$ cat config.mk
export PLATFORM = sky130hd
export DESIGN_NAME = bdr_formatter
export DESIGN_NICKNAME = d
export VERILOG_FILES = /design/src/include/bdr_pkg.sv /design/src/include/bdr_store_if.sv /design/src/hdl/bdr_formatter.sv /design/src/hdl/bdr_rx_store.sv
export VERILOG_INCLUDE_DIRS = /design/src /design/src/include
export SDC_FILE = /design/constraint.sdc
export NUM_CORES = 1
export LEC_CHECK = 0
export CORE_MARGIN = 3
export CORE_UTILIZATION = 60
export DETAILED_ROUTE_END_ITERATION = 7
export DONT_BUFFER_PORTS = 1
export PLACE_DENSITY = 0.76
export SLEW_MARGIN = 10
export SYNTH_ARGS = -nofsm -noshare
export SYNTH_HDL_FRONTEND = slang
export SYNTH_HIERARCHICAL = 1
export SYNTH_SLANG_ARGS = --single-unit
export TNS_END_PERCENT = 50
$ cat constraint.sdc
create_clock -name clk -period 5.53 [get_ports clk]
set_input_delay 1.106 -clock clk [delete_from_list [all_inputs] [get_ports clk]]
set_output_delay 1.106 -clock clk [all_outputs]
set_load 0.01 [all_outputs]
$ cat src/include/bdr_defs.svh
// Constants of the broadcast data readout formatter: command codes, bit positions,
// mode codes, source byte numbers and reset values. Definitions only.
`ifndef BDR_DEFS_SVH
`define BDR_DEFS_SVH

// Command identification bytes (first byte of a two-byte command).
`define BDR_CMD_CHECK_SEL   8'hF9
`define BDR_CMD_ERR_CTRL    8'hF6
`define BDR_CMD_MODE        8'hF0
`define BDR_CMD_SECOND_BIT  7

// Field positions in the second command byte.
`define BDR_CHECK_SEL_W     3
`define BDR_BIT_OFF22       2
`define BDR_BIT_OFF21       1
`define BDR_BIT_OFF20       0
`define BDR_BIT_BLK_ERR     2

// Reset values of the settings.
`define BDR_CHECK_SEL_RST   3'h0
`define BDR_MODE_RST        4'h0
`define BDR_BLK_ERR_RST     1'h0
`define BDR_OUT_RST         8'hFF

// Operating mode codes.
`define BDR_MODE_VPS        4'h0
`define BDR_MODE_PDC        4'h1
`define BDR_MODE_AUTO       4'h2
`define BDR_MODE_UDT        4'h3
`define BDR_MODE_HDR1       4'h4
`define BDR_MODE_HDR2       4'h5
`define BDR_MODE_HDR3       4'h6
`define BDR_MODE_HDR4       4'h7
`define BDR_MODE_STA1       4'h8
`define BDR_MODE_STA2       4'h9
`define BDR_MODE_STA3       4'hA
`define BDR_MODE_STA4       4'hB

// First source byte of each header and status window.
`define BDR_BASE_HDR1       6'h26
`define BDR_BASE_HDR2       6'h16
`define BDR_BASE_HDR3       6'h1E
`define BDR_BASE_HDR4       6'h0E
`define BDR_BASE_STA13      6'h1A
`define BDR_BASE_STA24      6'h24

// Source bytes governed by the three check-off bits.
`define BDR_PDC_BYTE20      6'h14
`define BDR_PDC_BYTE21      6'h15
`define BDR_PDC_BYTE22      6'h16
`define BDR_PAR_HDR1        6'h2D
`define BDR_PAR_HDR2        6'h1D
`define BDR_PAR_HDR3        6'h25
`define BDR_PAR_HDR4        6'h15
`define BDR_PAR_STA13_0     6'h21
`define BDR_PAR_STA13_1     6'h22
`define BDR_PAR_STA13_2     6'h23
`define BDR_PAR_STA24_0     6'h2B
`define BDR_PAR_STA24_1     6'h2C
`define BDR_PAR_STA24_2     6'h2D

// Output byte layout.
`define BDR_OUT_FIRST       4'h1
`define BDR_OUT_LAST        4'hF
`define BDR_HDR_ERR_BYTE    4'h9
`define BDR_STA_ERR1_BYTE   4'hB
`define BDR_STA_ERR2_BYTE   4'hC
`define BDR_PDC_BYTE8_SRC   6'h0D
`define BDR_PDC_BYTE9_SRC   6'h0E
`define BDR_VPS_BYTE5_SRC   6'h05
`define BDR_VPS_BYTE6_SRC   6'h0F

`endif

$ cat src/include/bdr_pkg.sv
// Types shared by the formatter and its receive store.
// Assumes bdr_defs.svh is on the include path.
package bdr_pkg;

   typedef logic [3:0] bdr_mode_t;
   typedef logic [5:0] bdr_src_t;

   typedef enum logic [2:0] {
      K_ONES,
      K_REV7,
      K_REV8,
      K_ERR8,
      K_ERR2
   } bdr_kind_t;

   typedef struct packed {
      bdr_kind_t kind;
      bdr_src_t  src;
   } bdr_desc_t;

   typedef enum logic [1:0] {
      S_IDLE,
      S_FETCH,
      S_LOAD,
      S_SHOW
   } bdr_state_t;

endpackage

$ cat src/include/bdr_store_if.sv
// Carrier between the formatter and its receive store: one write port, one read port.
// Assumes both ends run on the same clock.
`timescale 1ns/10ps
interface bdr_store_if;
   logic       we;
   logic [5:0] waddr;
   logic [7:0] wdata;
   logic [5:0] raddr;
   logic [7:0] rdata;

   modport ctl (output we, output waddr, output wdata, output raddr, input rdata);
   modport mem (input we, input waddr, input wdata, input raddr, output rdata);
endinterface
$ cat src/hdl/bdr_formatter.sv
// Broadcast data readout formatter: per-byte check settings, receive store writes and
// sequential output byte formatting for the serial read-out.
// Assumes received bytes arrive already decoded with an error flag, and that the
// serial slave raises rdStart at the start of a read and rdNext after each byte.
//
// Function
// RQ1 - Bit 2 set off checks byte 22; clear holds byte 22 on error.
// RQ2 - Bit 1 likewise governs byte 21: clear holds on error, set writes.
// RQ3 - Bit 0 governs byte 20, or the parity byte per header/status mode.
// RQ4 - Reset pin clears every setting, all check-off bits included, to zero.
// RQ5 - Output bytes are delivered in sequence starting at output byte 1.
// RQ6 - Output bits without data or flag read as one; the code reads the spare bits of status byte 12 as zero.
// RQ7 - Header modes 1/3 deliver bytes 38-45 or 30-37, bits reversed, bit 0 one.
// RQ8 - Header modes 2/4 deliver bytes 22-29 or 14-21, reversed likewise.
// RQ9 - Header output byte 9 holds eight error flags, first source at bit 7.
// RQ10 - Status modes 1/3 deliver bytes 26-35 reversed onto bits 7 to 1.
// RQ11 - Status modes 2/4 deliver bytes 36-45 reversed onto bits 7 to 1.
// RQ12 - Status bytes 11 and 12 hold ten error flags; spare bits of 12 zero.
// RQ13 - Block error mode 0 holds checked bytes with errors; mode 1 writes all.
// RQ14 - PDC and VPS bytes are fully bit-reversed, source bit 0 to bit 7.
`timescale 1ns/10ps
`include "bdr_defs.svh"
module bdr_formatter
(
   // Clock and reset
   input  wire logic              clk,
   input  wire logic              arst_n,
   // Serial command bytes
   input  wire logic              cmdValid,
   input  wire logic [7:0]        cmdId,
   input  wire logic [7:0]        cmdData,
   // Received broadcast bytes
   input  wire logic              rxValid,
   input  wire logic [5:0]        rxIndex,
   input  wire logic [7:0]        rxData,
   input  wire logic              rxErr,
   // Read-out
   input  wire logic              rdStart,
   input  wire logic              rdNext,
   output logic                   rdValid,
   output logic [7:0]             rdData,
   // Settings seen by the rest of the device
   output bdr_pkg::bdr_mode_t     cfgMode,
   output logic                   blockErrorMode
);
   import bdr_pkg::*;

   logic [2:0]   pdcHammingCheckSelectB_r;
   logic         blockErrorMode_r;
   bdr_mode_t    mode_r;
   logic [63:0]  errFlag_r;
   bdr_state_t   state_r;
   logic [3:0]   outIdx_r;
   logic [7:0]   rdData_r;
   bdr_desc_t    desc;
   logic [7:0]   errWin;
   logic         writeOk;
   logic [7:0]   revData;

   bdr_store_if  st ();

   bdr_rx_store u_store
   (
      .clk    (clk),
      .arst_n (arst_n),
      .st     (st.mem)
   );

   function automatic logic isHdr(input bdr_mode_t m);
      return (m >= `BDR_MODE_HDR1) && (m <= `BDR_MODE_HDR4);
   endfunction

   function automatic logic isSta(input bdr_mode_t m);
      return (m >= `BDR_MODE_STA1) && (m <= `BDR_MODE_STA4);
   endfunction

   function automatic logic [7:0] rev8(input logic [7:0] d);
      logic [7:0] r;
      r = 8'h00;
      for (int i = 0; i < 8; i++)
      begin
         r[7 - i] = d[i];
      end
      return r;
   endfunction

   // Returns one when checking is turned off for received byte idx in mode m.
   function automatic logic checkOff(input bdr_mode_t m, input bdr_src_t idx, input logic [2:0] sel);
      logic off;
      off = 1'b0;
      unique case (m)
         `BDR_MODE_PDC, `BDR_MODE_AUTO:
            off = (idx == `BDR_PDC_BYTE20 && sel[`BDR_BIT_OFF20]) || (idx == `BDR_PDC_BYTE21 && sel[`BDR_BIT_OFF21])
               || (idx == `BDR_PDC_BYTE22 && sel[`BDR_BIT_OFF22]);
         `BDR_MODE_HDR1: off = (idx == `BDR_PAR_HDR1) && sel[`BDR_BIT_OFF20];
         `BDR_MODE_HDR2: off = (idx == `BDR_PAR_HDR2) && sel[`BDR_BIT_OFF20];
         `BDR_MODE_HDR3: off = (idx == `BDR_PAR_HDR3) && sel[`BDR_BIT_OFF20];
         `BDR_MODE_HDR4: off = (idx == `BDR_PAR_HDR4) && sel[`BDR_BIT_OFF20];
         `BDR_MODE_STA1, `BDR_MODE_STA3:
            off = (idx == `BDR_PAR_STA13_0 && sel[`BDR_BIT_OFF20]) || (idx == `BDR_PAR_STA13_1 && sel[`BDR_BIT_OFF21])
               || (idx == `BDR_PAR_STA13_2 && sel[`BDR_BIT_OFF22]);
         `BDR_MODE_STA2, `BDR_MODE_STA4:
            off = (idx == `BDR_PAR_STA24_0 && sel[`BDR_BIT_OFF20]) || (idx == `BDR_PAR_STA24_1 && sel[`BDR_BIT_OFF21])
               || (idx == `BDR_PAR_STA24_2 && sel[`BDR_BIT_OFF22]);
         default: off = 1'b0;
      endcase
      return off;
   endfunction

   // Maps an output byte number to its kind and first source byte.
   function automatic bdr_desc_t outDesc(input bdr_mode_t m, input logic [3:0] k);
      bdr_desc_t d;
      bdr_src_t  base;
      d    = '{kind: K_ONES, src: 6'h00};
      base = 6'h00;
      unique case (m)
         `BDR_MODE_HDR1: base = `BDR_BASE_HDR1;
         `BDR_MODE_HDR2: base = `BDR_BASE_HDR2;
         `BDR_MODE_HDR3: base = `BDR_BASE_HDR3;
         `BDR_MODE_HDR4: base = `BDR_BASE_HDR4;
         `BDR_MODE_STA1, `BDR_MODE_STA3: base = `BDR_BASE_STA13;
         `BDR_MODE_STA2, `BDR_MODE_STA4: base = `BDR_BASE_STA24;
         default: base = 6'h00;
      endcase
      if (isHdr(m))
      begin
         // RQ7 RQ8 header byte window
         if (k >= 4'h1 && k <= 4'h8)
            d = '{kind: K_REV7, src: base + {2'h0, k} - 6'h01};
         // RQ9 header error byte
         else if (k == `BDR_HDR_ERR_BYTE)
            d = '{kind: K_ERR8, src: base};
      end
      else if (isSta(m))
      begin
         // RQ10 RQ11 status byte window
         if (k >= 4'h1 && k <= 4'hA)
            d = '{kind: K_REV7, src: base + {2'h0, k} - 6'h01};
         // RQ12 status error bytes
         else if (k == `BDR_STA_ERR1_BYTE)
            d = '{kind: K_ERR8, src: base};
         else if (k == `BDR_STA_ERR2_BYTE)
            d = '{kind: K_ERR2, src: base + 6'h08};
      end
      else if (m == `BDR_MODE_PDC || m == `BDR_MODE_AUTO)
      begin
         // RQ14 full reversal for PDC
         if (k >= 4'h1 && k <= 4'h7)
            d = '{kind: K_REV8, src: 6'h0E + {2'h0, k}};
         else if (k == 4'h8)
            d = '{kind: K_REV8, src: `BDR_PDC_BYTE8_SRC};
         else if (k == 4'h9)
            d = '{kind: K_REV8, src: `BDR_PDC_BYTE9_SRC};
         else if (k >= 4'hA && k <= 4'hD)
            d = '{kind: K_REV8, src: 6'h0C + {2'h0, k}};
      end
      else if (m == `BDR_MODE_VPS)
      begin
         // RQ14 full reversal for VPS
         if (k >= 4'h1 && k <= 4'h4)
            d = '{kind: K_REV8, src: 6'h0A + {2'h0, k}};
         else if (k == 4'h5)
            d = '{kind: K_REV8, src: `BDR_VPS_BYTE5_SRC};
         else if (k == 4'h6)
            d = '{kind: K_REV8, src: `BDR_VPS_BYTE6_SRC};
      end
      return d;
   endfunction

   // RQ4 settings cleared by reset
   always_ff @(posedge clk or negedge arst_n)
   begin
      if (!arst_n)
      begin
         pdcHammingCheckSelectB_r <= `BDR_CHECK_SEL_RST;
         blockErrorMode_r         <= `BDR_BLK_ERR_RST;
         mode_r                   <= `BDR_MODE_RST;
      end
      else if (cmdValid && !cmdData[`BDR_CMD_SECOND_BIT])
      begin
         if (cmdId == `BDR_CMD_CHECK_SEL)
            pdcHammingCheckSelectB_r <= cmdData[`BDR_CHECK_SEL_W-1:0];
         if (cmdId == `BDR_CMD_ERR_CTRL)
            blockErrorMode_r <= cmdData[`BDR_BIT_BLK_ERR];
         if (cmdId == `BDR_CMD_MODE)
            mode_r <= cmdData[3:0];
      end
   end

   // RQ1 RQ2 RQ3 RQ13 write or hold decision
   assign writeOk = blockErrorMode_r || !rxErr || checkOff(mode_r, rxIndex, pdcHammingCheckSelectB_r);

   assign st.we    = rxValid && writeOk;
   assign st.waddr = rxIndex;
   assign st.wdata = rxData;

   // Error flags follow every received byte, whether or not its data was kept.
   always_ff @(posedge clk or negedge arst_n)
   begin
      if (!arst_n)
         errFlag_r <= 64'h0000_0000_0000_0000;
      else if (rxValid)
         errFlag_r[rxIndex] <= rxErr;
   end

   // Read-out sequencer; the store needs one clock to answer a new address.
   always_ff @(posedge clk or negedge arst_n)
   begin
      if (!arst_n)
      begin
         state_r  <= S_IDLE;
         outIdx_r <= `BDR_OUT_FIRST;
      end
      else if (rdStart)
      begin
         // RQ5 sequence starts at byte 1
         state_r  <= S_FETCH;
         outIdx_r <= `BDR_OUT_FIRST;
      end
      else
      begin
         unique case (state_r)
            S_IDLE:  state_r <= S_IDLE;
            S_FETCH: state_r <= S_LOAD;
            S_LOAD:  state_r <= S_SHOW;
            S_SHOW:
               if (rdNext)
               begin
                  state_r  <= S_FETCH;
                  outIdx_r <= (outIdx_r == `BDR_OUT_LAST) ? outIdx_r : outIdx_r + 4'h1;
               end
         endcase
      end
   end

   assign desc     = outDesc(mode_r, outIdx_r);
   assign st.raddr = desc.src;
   assign revData  = rev8(st.rdata);

   always_comb
   begin
      errWin = 8'h00;
      for (int i = 0; i < 8; i++)
      begin
         errWin[7 - i] = errFlag_r[desc.src + 6'(i)];
      end
   end

   always_ff @(posedge clk or negedge arst_n)
   begin
      if (!arst_n)
         rdData_r <= `BDR_OUT_RST;
      else if (state_r == S_LOAD)
      begin
         unique case (desc.kind)
            // RQ6 unassigned bits read one
            K_ONES: rdData_r <= 8'hFF;
            K_REV7: rdData_r <= {revData[7:1], 1'b1};
            K_REV8: rdData_r <= rev8(st.rdata);
            K_ERR8: rdData_r <= errWin;
            // RQ12 spare flag bits zero
            K_ERR2: rdData_r <= {errWin[7:6], 6'h00};
            default: rdData_r <= 8'hFF;
         endcase
      end
   end

   assign rdValid        = (state_r == S_SHOW);
   assign rdData         = rdData_r;
   assign cfgMode        = mode_r;
   assign blockErrorMode = blockErrorMode_r;

   reset_clears_a: assert property (@(posedge clk) disable iff (!arst_n) // RQ4
      $rose(arst_n) |-> (pdcHammingCheckSelectB_r == 3'h0) && !blockErrorMode_r && (mode_r == 4'h0))
      else $error("settings not clear after reset");

   byte22_hold_a: assert property (@(posedge clk) disable iff (!arst_n) // RQ1
      rxValid && rxErr && !blockErrorMode_r && mode_r == 4'h1 && rxIndex == 6'h16
      && !pdcHammingCheckSelectB_r[2] |-> !st.we)
      else $error("byte 22 written despite error");

   byte21_write_a: assert property (@(posedge clk) disable iff (!arst_n) // RQ2
      rxValid && mode_r == 4'h1 && rxIndex == 6'h15 && pdcHammingCheckSelectB_r[1] |-> st.we)
      else $error("byte 21 not written with check off");

   parity_hold_a: assert property (@(posedge clk) disable iff (!arst_n) // RQ3
      rxValid && rxErr && !blockErrorMode_r && mode_r == 4'h4 && rxIndex == 6'h2D
      && !pdcHammingCheckSelectB_r[0] |-> !st.we)
      else $error("header 1 parity byte written despite error");

   write_all_a: assert property (@(posedge clk) disable iff (!arst_n) // RQ13
      rxValid && blockErrorMode_r |-> st.we && st.waddr == rxIndex)
      else $error("byte dropped with block error mode 1");

   start_first_a: assert property (@(posedge clk) disable iff (!arst_n) // RQ5
      rdStart |-> ##3 rdValid && outIdx_r == 4'h1)
      else $error("read-out did not start at byte 1");

   header_bit0_a: assert property (@(posedge clk) disable iff (!arst_n) // RQ7
      state_r == S_LOAD && isHdr(mode_r) && outIdx_r >= 4'h1 && outIdx_r <= 4'h8 |=> rdData[0])
      else $error("header data byte bit 0 not one");

   status_err2_a: assert property (@(posedge clk) disable iff (!arst_n) // RQ12
      state_r == S_LOAD && isSta(mode_r) && outIdx_r == `BDR_STA_ERR2_BYTE |=> rdData[5:0] == 6'h00)
      else $error("status error byte 12 spare bits not zero");

   next_timing_a: assert property (@(posedge clk) disable iff (!arst_n) // RQ5
      rdValid && rdNext && !rdStart |=> !rdValid ##2 rdValid)
      else $error("next byte not shown three clocks after advance");

endmodule // bdr_formatter

$ cat src/hdl/bdr_rx_store.sv
// Store of received broadcast bytes, indexed by byte number.
// Read data is registered, so it follows the read address by one clock.
`timescale 1ns/10ps
`include "bdr_defs.svh"
module bdr_rx_store
(
   // Clock and reset
   input  wire logic    clk,
   input  wire logic    arst_n,
   // Store port
   bdr_store_if.mem     st
);
   import bdr_pkg::*;

   logic [7:0] mem [0:63];

   always_ff @(posedge clk)
   begin
      if (st.we)
      begin
         mem[st.waddr] <= st.wdata;
      end
   end

   // The array itself has no reset; bytes never received read as whatever was there.
   always_ff @(posedge clk or negedge arst_n)
   begin
      if (!arst_n)
      begin
         st.rdata <= `BDR_OUT_RST;
      end
      else
      begin
         st.rdata <= mem[st.raddr];
      end
   end

endmodule // bdr_rx_store

## Word-level counts from Yosys, hierarchy flattened

Memories as Yosys holds them, arrays and structs flattened. A register that Yosys moved wholly into a read port is not among the register bits.
Index checks and enable logic that the tools add are counted.

| word-level totals | value |
|---|---|
| flip-flop bits (word level) | 86 |
| RAM bits | 512 |
| bits in read-only memories | 80 |
| output and inout port bits | 14 |
| logic and storage cells | 176 |
| memories | 2 |

Memories:

| name | depth | bits a word | read ports | clocked after memory_dff | write ports | RTL line | RTL |
|---|---|---|---|---|---|---|---|
| u_store.mem | 64 | 8 | 1 | 1 | 1 | bdr_rx_store.sv:15 | `logic [7:0] mem [0:63];` |
| (name not given) | 16 | 5 | 1 | 0 | 0 | bdr_formatter.sv:116 | `unique case (m)` |

| operators by class | value |
|---|---|
| add/sub/neg operators | 14 |
| magnitude comparators | 21 |
| equal/unequal tests | 40 |
| multiplexer cells | 46 |
| reduce and logical (&&, ||, !) cells | 46 |

Operators by type and width:

| operator | count |
|---|---|
| 8-bit two-way mux | 10 |
| 64-bit bitwise mux | 1 |
| 6-bit by 7-bit < comparator with 1-bit output (second input constant) | 9 |
| 9-bit two-way mux | 6 |
| 1-bit binary-select mux with 6-bit select | 8 |
| 6-bit equality test (second input constant) | 7 |
| 4-bit equality test (second input constant) | 9 |
| 8-bit case mux with 4 select lines | 1 |
| 6-bit by 3-bit adder with 6-bit output (second input constant) | 4 |
| 4-bit by 3-bit equality test with 1-bit output (second input constant) | 6 |
| 6-bit by 5-bit equality test with 1-bit output (second input constant) | 4 |
| 8-bit equality test (second input constant) | 3 |
| 1-bit logical AND | 23 |
| 4-bit less-or-equal comparator (second input constant) | 4 |
| 4-bit two-way mux | 4 |
| 4-bit by 4-bit adder with 5-bit output (first input constant) | 3 |
| 6-bit by 2-bit adder with 6-bit output (second input constant) | 2 |
| 4-bit by 3-bit less-or-equal comparator with 1-bit output (second input constant) | 3 |
| 1-bit two-way mux | 11 |
| 1-bit logical OR | 9 |
| 4-bit greater-or-equal comparator (second input constant) | 2 |
| 2-bit case mux with 4 select lines | 1 |
| 1-bit case mux with 7 select lines | 1 |
| 6-bit by 1-bit adder with 6-bit output (second input constant) | 1 |
| 25 further kinds | 35 |

## Logic depth before layout (Yosys ltp)

| logic depth | value |
|---|---|
| depth in word-level cells | 13 |
| mapped depth | 22 |
| gate-level depth less buffers | 18 |

## By module

Netlist, hierarchy kept.

By module, submodules not included:

| module | times used | cells each | area an instance (um^2) |
|---|---|---|---|
| bdr_rx_store | 1 | 942 | 20221.9 |
| bdr_formatter | 1 | 953 | 9013.6 |

## Least setup slack after synthesis

Ideal clock, no wire load.

| timing path | value |
|---|---|
| path kind | reg2reg |
| from | reg outIdx_r[1] |
| to | reg rdData_r[2], in the netlist rdData[2] |
| setup time | 0.083 ns |
| arrival time | 4.887 ns |
| slack | 0.559 ns |
| cell stages (with the launch flop) | 21 |
| buffers on the path | 5 |
| clock period less this slack | 4.971 ns |
| cell sequence | dfrtp_1 inv_1 ha_1 buf_2 nor3b_1 a21oi_1 a211o_1 a311o_4 nand2_8 inv_4 buf_4 buf_2 ha_1 buf_1 clkbuf_1 mux4_2 mux4_1 mux2i_1 mux2i_1 a221oi_1 nor2_1 |

RTL lines:

| item | RTL line | RTL |
|---|---|---|
| start: declaration | bdr_formatter.sv:53 | `logic [3:0] outIdx_r;` |
| start signal: assignment | bdr_formatter.sv:212 | `` outIdx_r <= `BDR_OUT_FIRST; `` |
| start signal: assignment | bdr_formatter.sv:218 | `` outIdx_r <= `BDR_OUT_FIRST; `` |
| start signal: assignment | bdr_formatter.sv:230 | `` outIdx_r <= (outIdx_r == `BDR_OUT_LAST) ? outIdx_r : outIdx_r + 4'h1; `` |
| end signal: assignment | bdr_formatter.sv:252 | `` rdData_r <= `BDR_OUT_RST; `` |
| end signal: assignment | bdr_formatter.sv:258 | `K_REV7: rdData_r <= {revData[7:1], 1'b1};` |
| end signal: assignment | bdr_formatter.sv:259 | `K_REV8: rdData_r <= rev8(st.rdata);` |
| end: declaration | bdr_formatter.sv:54 | `logic [7:0] rdData_r;` |

## Final worst setup path

| timing path | value |
|---|---|
| from | reg mode_r[3], in the netlist cfgMode[3] |
| to | reg rdData_r[2], in the netlist rdData[2] |

| between the ends | value |
|---|---|
| cells in the longest elaborated chain, start to end | 11 |

Ends and longest elaborated chain:

| item | RTL line | RTL |
|---|---|---|
| start: declaration | bdr_formatter.sv:50 | `bdr_mode_t mode_r;` |
| start signal: assignment | bdr_formatter.sv:177 | `` mode_r <= `BDR_MODE_RST; `` |
| start signal: assignment | bdr_formatter.sv:186 | `mode_r <= cmdData[3:0];` |
| parallel branches: the longest is 6 deep, another holds 6-bit by 4-bit adder with 6-bit output | - |  |
| 9-bit two-way mux (*) | bdr_formatter.sv:125 | `if (isHdr(m))` |
| 6-bit by 3-bit adder with 6-bit output | bdr_formatter.sv:245 | `errWin[7 - i] = errFlag_r[desc.src + 6'(i)];` |
| 1-bit binary-select mux with 6-bit select | bdr_formatter.sv:245 |  |
| 1-bit two-way mux (not written as such) | bdr_formatter.sv:245 |  |
| 8-bit case mux with 4 select lines (*) | bdr_formatter.sv:255 | `unique case (desc.kind)` |
| end signal: assignment | bdr_formatter.sv:258 |  |
| end signal: assignment | bdr_formatter.sv:259 |  |
| end signal: assignment | bdr_formatter.sv:260 | `K_ERR8: rdData_r <= errWin;` |

Mark *: on every way between the ends. The select of a mux whose other input is x is not followed.
A chain may end at the register's enable or synchronous reset.

==> impl_metrics.toml <==
[clock_network]
clk_latency_ns = 0.64
cts_buffers = 60
clk_path_buf_depth = 3
cts_tree = "yes"
cts.clk_slew.worst_paths_ns = 0.07
root_buffer = "clkbuf_16"
cts_max_level = 2
postCtsResizedCells = 0
cts_setup_buffers = 0
hold_buffers = 0
cts_sinks = 606

[worst_setup_path]
timing.rr.start = "cfgMode[3]"
worstSetupPathType = "reg2reg"
reg2reg_to = "rdData[2]"
path_buf_inv = 3
rrSetupSlack_ns = 0.38
critPathRequiredTime_ns = 6.05
crit_path_end_kind = "flip-flop"
path_cells = "nor3b_2, nor2_1, ha_1, inv_1, ha_1, nand2_1, mux2i_1, a311o_4, nand2_8, inv_6, ha_1, buf_4, mux4_2, mux4_1, mux2i_1, mux2i_1, a221oi_1, nor2_1"
crit_family = "multiplexers"
startpoint_type = "flip-flop"
critical_path_arrival_ns = 5.66
slowest_delay_ns = 0.63
cp_max_fo = 16
slowest_stage = "dfrtp_1"
rr_worst_depth = 18

[grt]
grt.overflow.total = 0
grt_antenna_before_repair = 3
grt_max_degree = 146
track_usage = 0.2968
grt_pass1_wl_um = 113300
grt_pass1_vias = 17810

[run_status]
outcome = "finished clean"

[synthesis]
async_flop_share = 0.1551
synthTopCellsByArea = "edfxtp_1, mux4_2, dfrtp_1, mux2_2, mux2i_1"
synthesis.nets = 1961
synthFlopType = "edfxtp_1"
yosysWarnings = 6
synthCells = 1895
yosysTopAreaCellShare = 0.5259
synth.largest_area_cell = "edfxtp_1"
seq_area_frac_synth = 0.6071
synth_cell_type_count = 103
syn-mean-instance-area_sq_um = 15.43
ys_seq_elements = 606
synth_edf_count = 512
syn-cell-area_sq_um = 29240

[placement]
routabilityCongestion = 0.9338
io_buffers = 0
dpl.hpwl_um = 46510
pre_cts_slack_ns = 0.3960

[power]
power_density_nw_per_um2 = 361.7
finalPower_uw = 11580
p_leak_uw = 0.01069
irDropWorstVdd_v = 0.0002900

[cells_and_area]
final_nets = 1983
area_growth_pct = 9.484
drive_gt1_frac = 0.2431

[detailed_routing]
viasPerCell = 6.892
vias = 17770
drt_iter0_drc = 2355
routedWlPerCell_um = 28.62
drc = 0
drt_wl_total_um = 73780
detail_route.first_pass.iterations = 6
ant_nets = 0

[die]
die_width_um = 226.7
die_h_um = 226.7
ios = 51
initial_utilization = 0.6098
core_area_sq_um = 47950
std_cell_rows = 80
dieArea_sq_um = 51410

[sta]
post-route-period-util = 0.9307
setup_violations = 0
fin_crit_ns = 5.147
worst_slack_ns = 0.3833
finalHoldViolCount = 0
slew_headroom = 0.3635
timing.fmax_mhz = 194.3
setup_tns_ns = 0
slew_violations = 0
rsz0062_at_grt = "false"
worst_pin_slew_ns = 0.9548
finClkSkew_ns = 0.03987

[worst_hold_path]
hold_class = "in2async"

[job]
drv_cap = 0
## power breakdown
group | total (uW) | internal, uW | switching, uW
sequential | 5310 | 5140 | 175
combinational | 2150 | 960 | 1190
clock | 4120 | 2420 | 1700
## area by class of cell
| type | instances | area (sq um) |
|---|---|---|
| Tap cell | 615 | 769.5 |
| Clock inverter | 35 | 427.9 |
| Sequential cell | 606 | 17750 |
| Clock buffer | 72 | 1587 |
| Antenna cell | 1 | 2.502 |
| Timing Repair Buffer | 73 | 635.6 |
| Multi-Input combinational cell | 1149 | 10720 |
| Inverter | 27 | 117.6 |
| Fill cell | 3163 | 15940 |
## Yosys cell counts (all sizes together), types with 15 or more instances
cell    count
xnor2      26
nand2     103
inv        25
a21oi      48
ha         28
nand2b     15
buf        75
mux4      171
dfrtp      77
nand3      36
o21ai      53
nor2b      27
o211ai     15
mux2i     100
nor3       26
clkbuf     38
mux2       93
edfxtp    512
nor2      185
dfstp      17
## state kept, by name, indices dropped and copies added (netlist names)
name                      cells
rdData                        8
u_store/mem                 512
errFlag_r                    64
outIdx_r                      4
cfgMode                       4
pdcHammingCheckSelectB_r      3
blockErrorMode                1
u_store/st.rdata              8
state_r                       2
## routing by layer
| layer | wire length (um) | vias up | GRT usage |
|---|---|---|---|
| met5 | 15 | - | 0 |
| met1 | 28620 | 9083 | 0.4051 |
| li1 | - | 7574 | - |
| met4 | 3366 | 2 | 0.1249 |
| met3 | 6119 | 197 | 0.05373 |
| met2 | 35660 | 912 | 0.4778 |
## cell usage in the layout, fill, tap and decap left out, drive strengths merged, types with 48 or more instances in the layout
cell | Yosys | routed
nand2 | 103 | 103
clkbuf | 38 | 72
mux2i | 100 | 100
mux2 | 93 | 93
nor2 | 185 | 185
o21ai | 53 | 53
buf | 75 | 73
edfxtp | 512 | 512
a21oi | 48 | 48
mux4 | 171 | 171
dfrtp | 77 | 77
## worst max-delay path by stage
stage,to,slack [ns],from,depth (start not counted)
global placement,rdData[2],0.44,cfgMode[3],18
finish,rdData[2],0.38,cfgMode[3],18
floorplan,rdData[2],0.56,outIdx_r[1],20
detailed placement,rdData[2],0.40,cfgMode[3],18
global route,rdData[2],0.1,cfgMode[3],18
CTS,rdData[2],0.37,cfgMode[3],18
## kinds of logic (layout without fill, tap and decap cells)
family          count (synthesis)  count (layout)  synth area share
compound gates                269             269           0.06719
flops                         606             606            0.6071
simple gates                  457             457           0.07348
fa+ha+maj                      29              29           0.01267
xor+xnor                       30              30           0.01014
buf+inv                       140             207           0.02700
other cells                     0               1                 0
mux                           364             364            0.2024
## per-stage QoR
stage | hold slack [ns] | area, sq um | instances | utilization
finish | 0.1816 | 32010 | 2578 | 0.6676
global route | 0.1525 | 32010 | 2577 | 0.6675
CTS | 0.1457 | 32010 | 2577 | 0.6675
detailed placement | 0.5052 | 29990 | 2470 | 0.6255
global placement | 0.5127 | 29990 | 2470 | 0.6255
floorplan | 0.4909 | 29240 | 1895 | -
No activity file was read; power rests on OpenSTA's default activity.
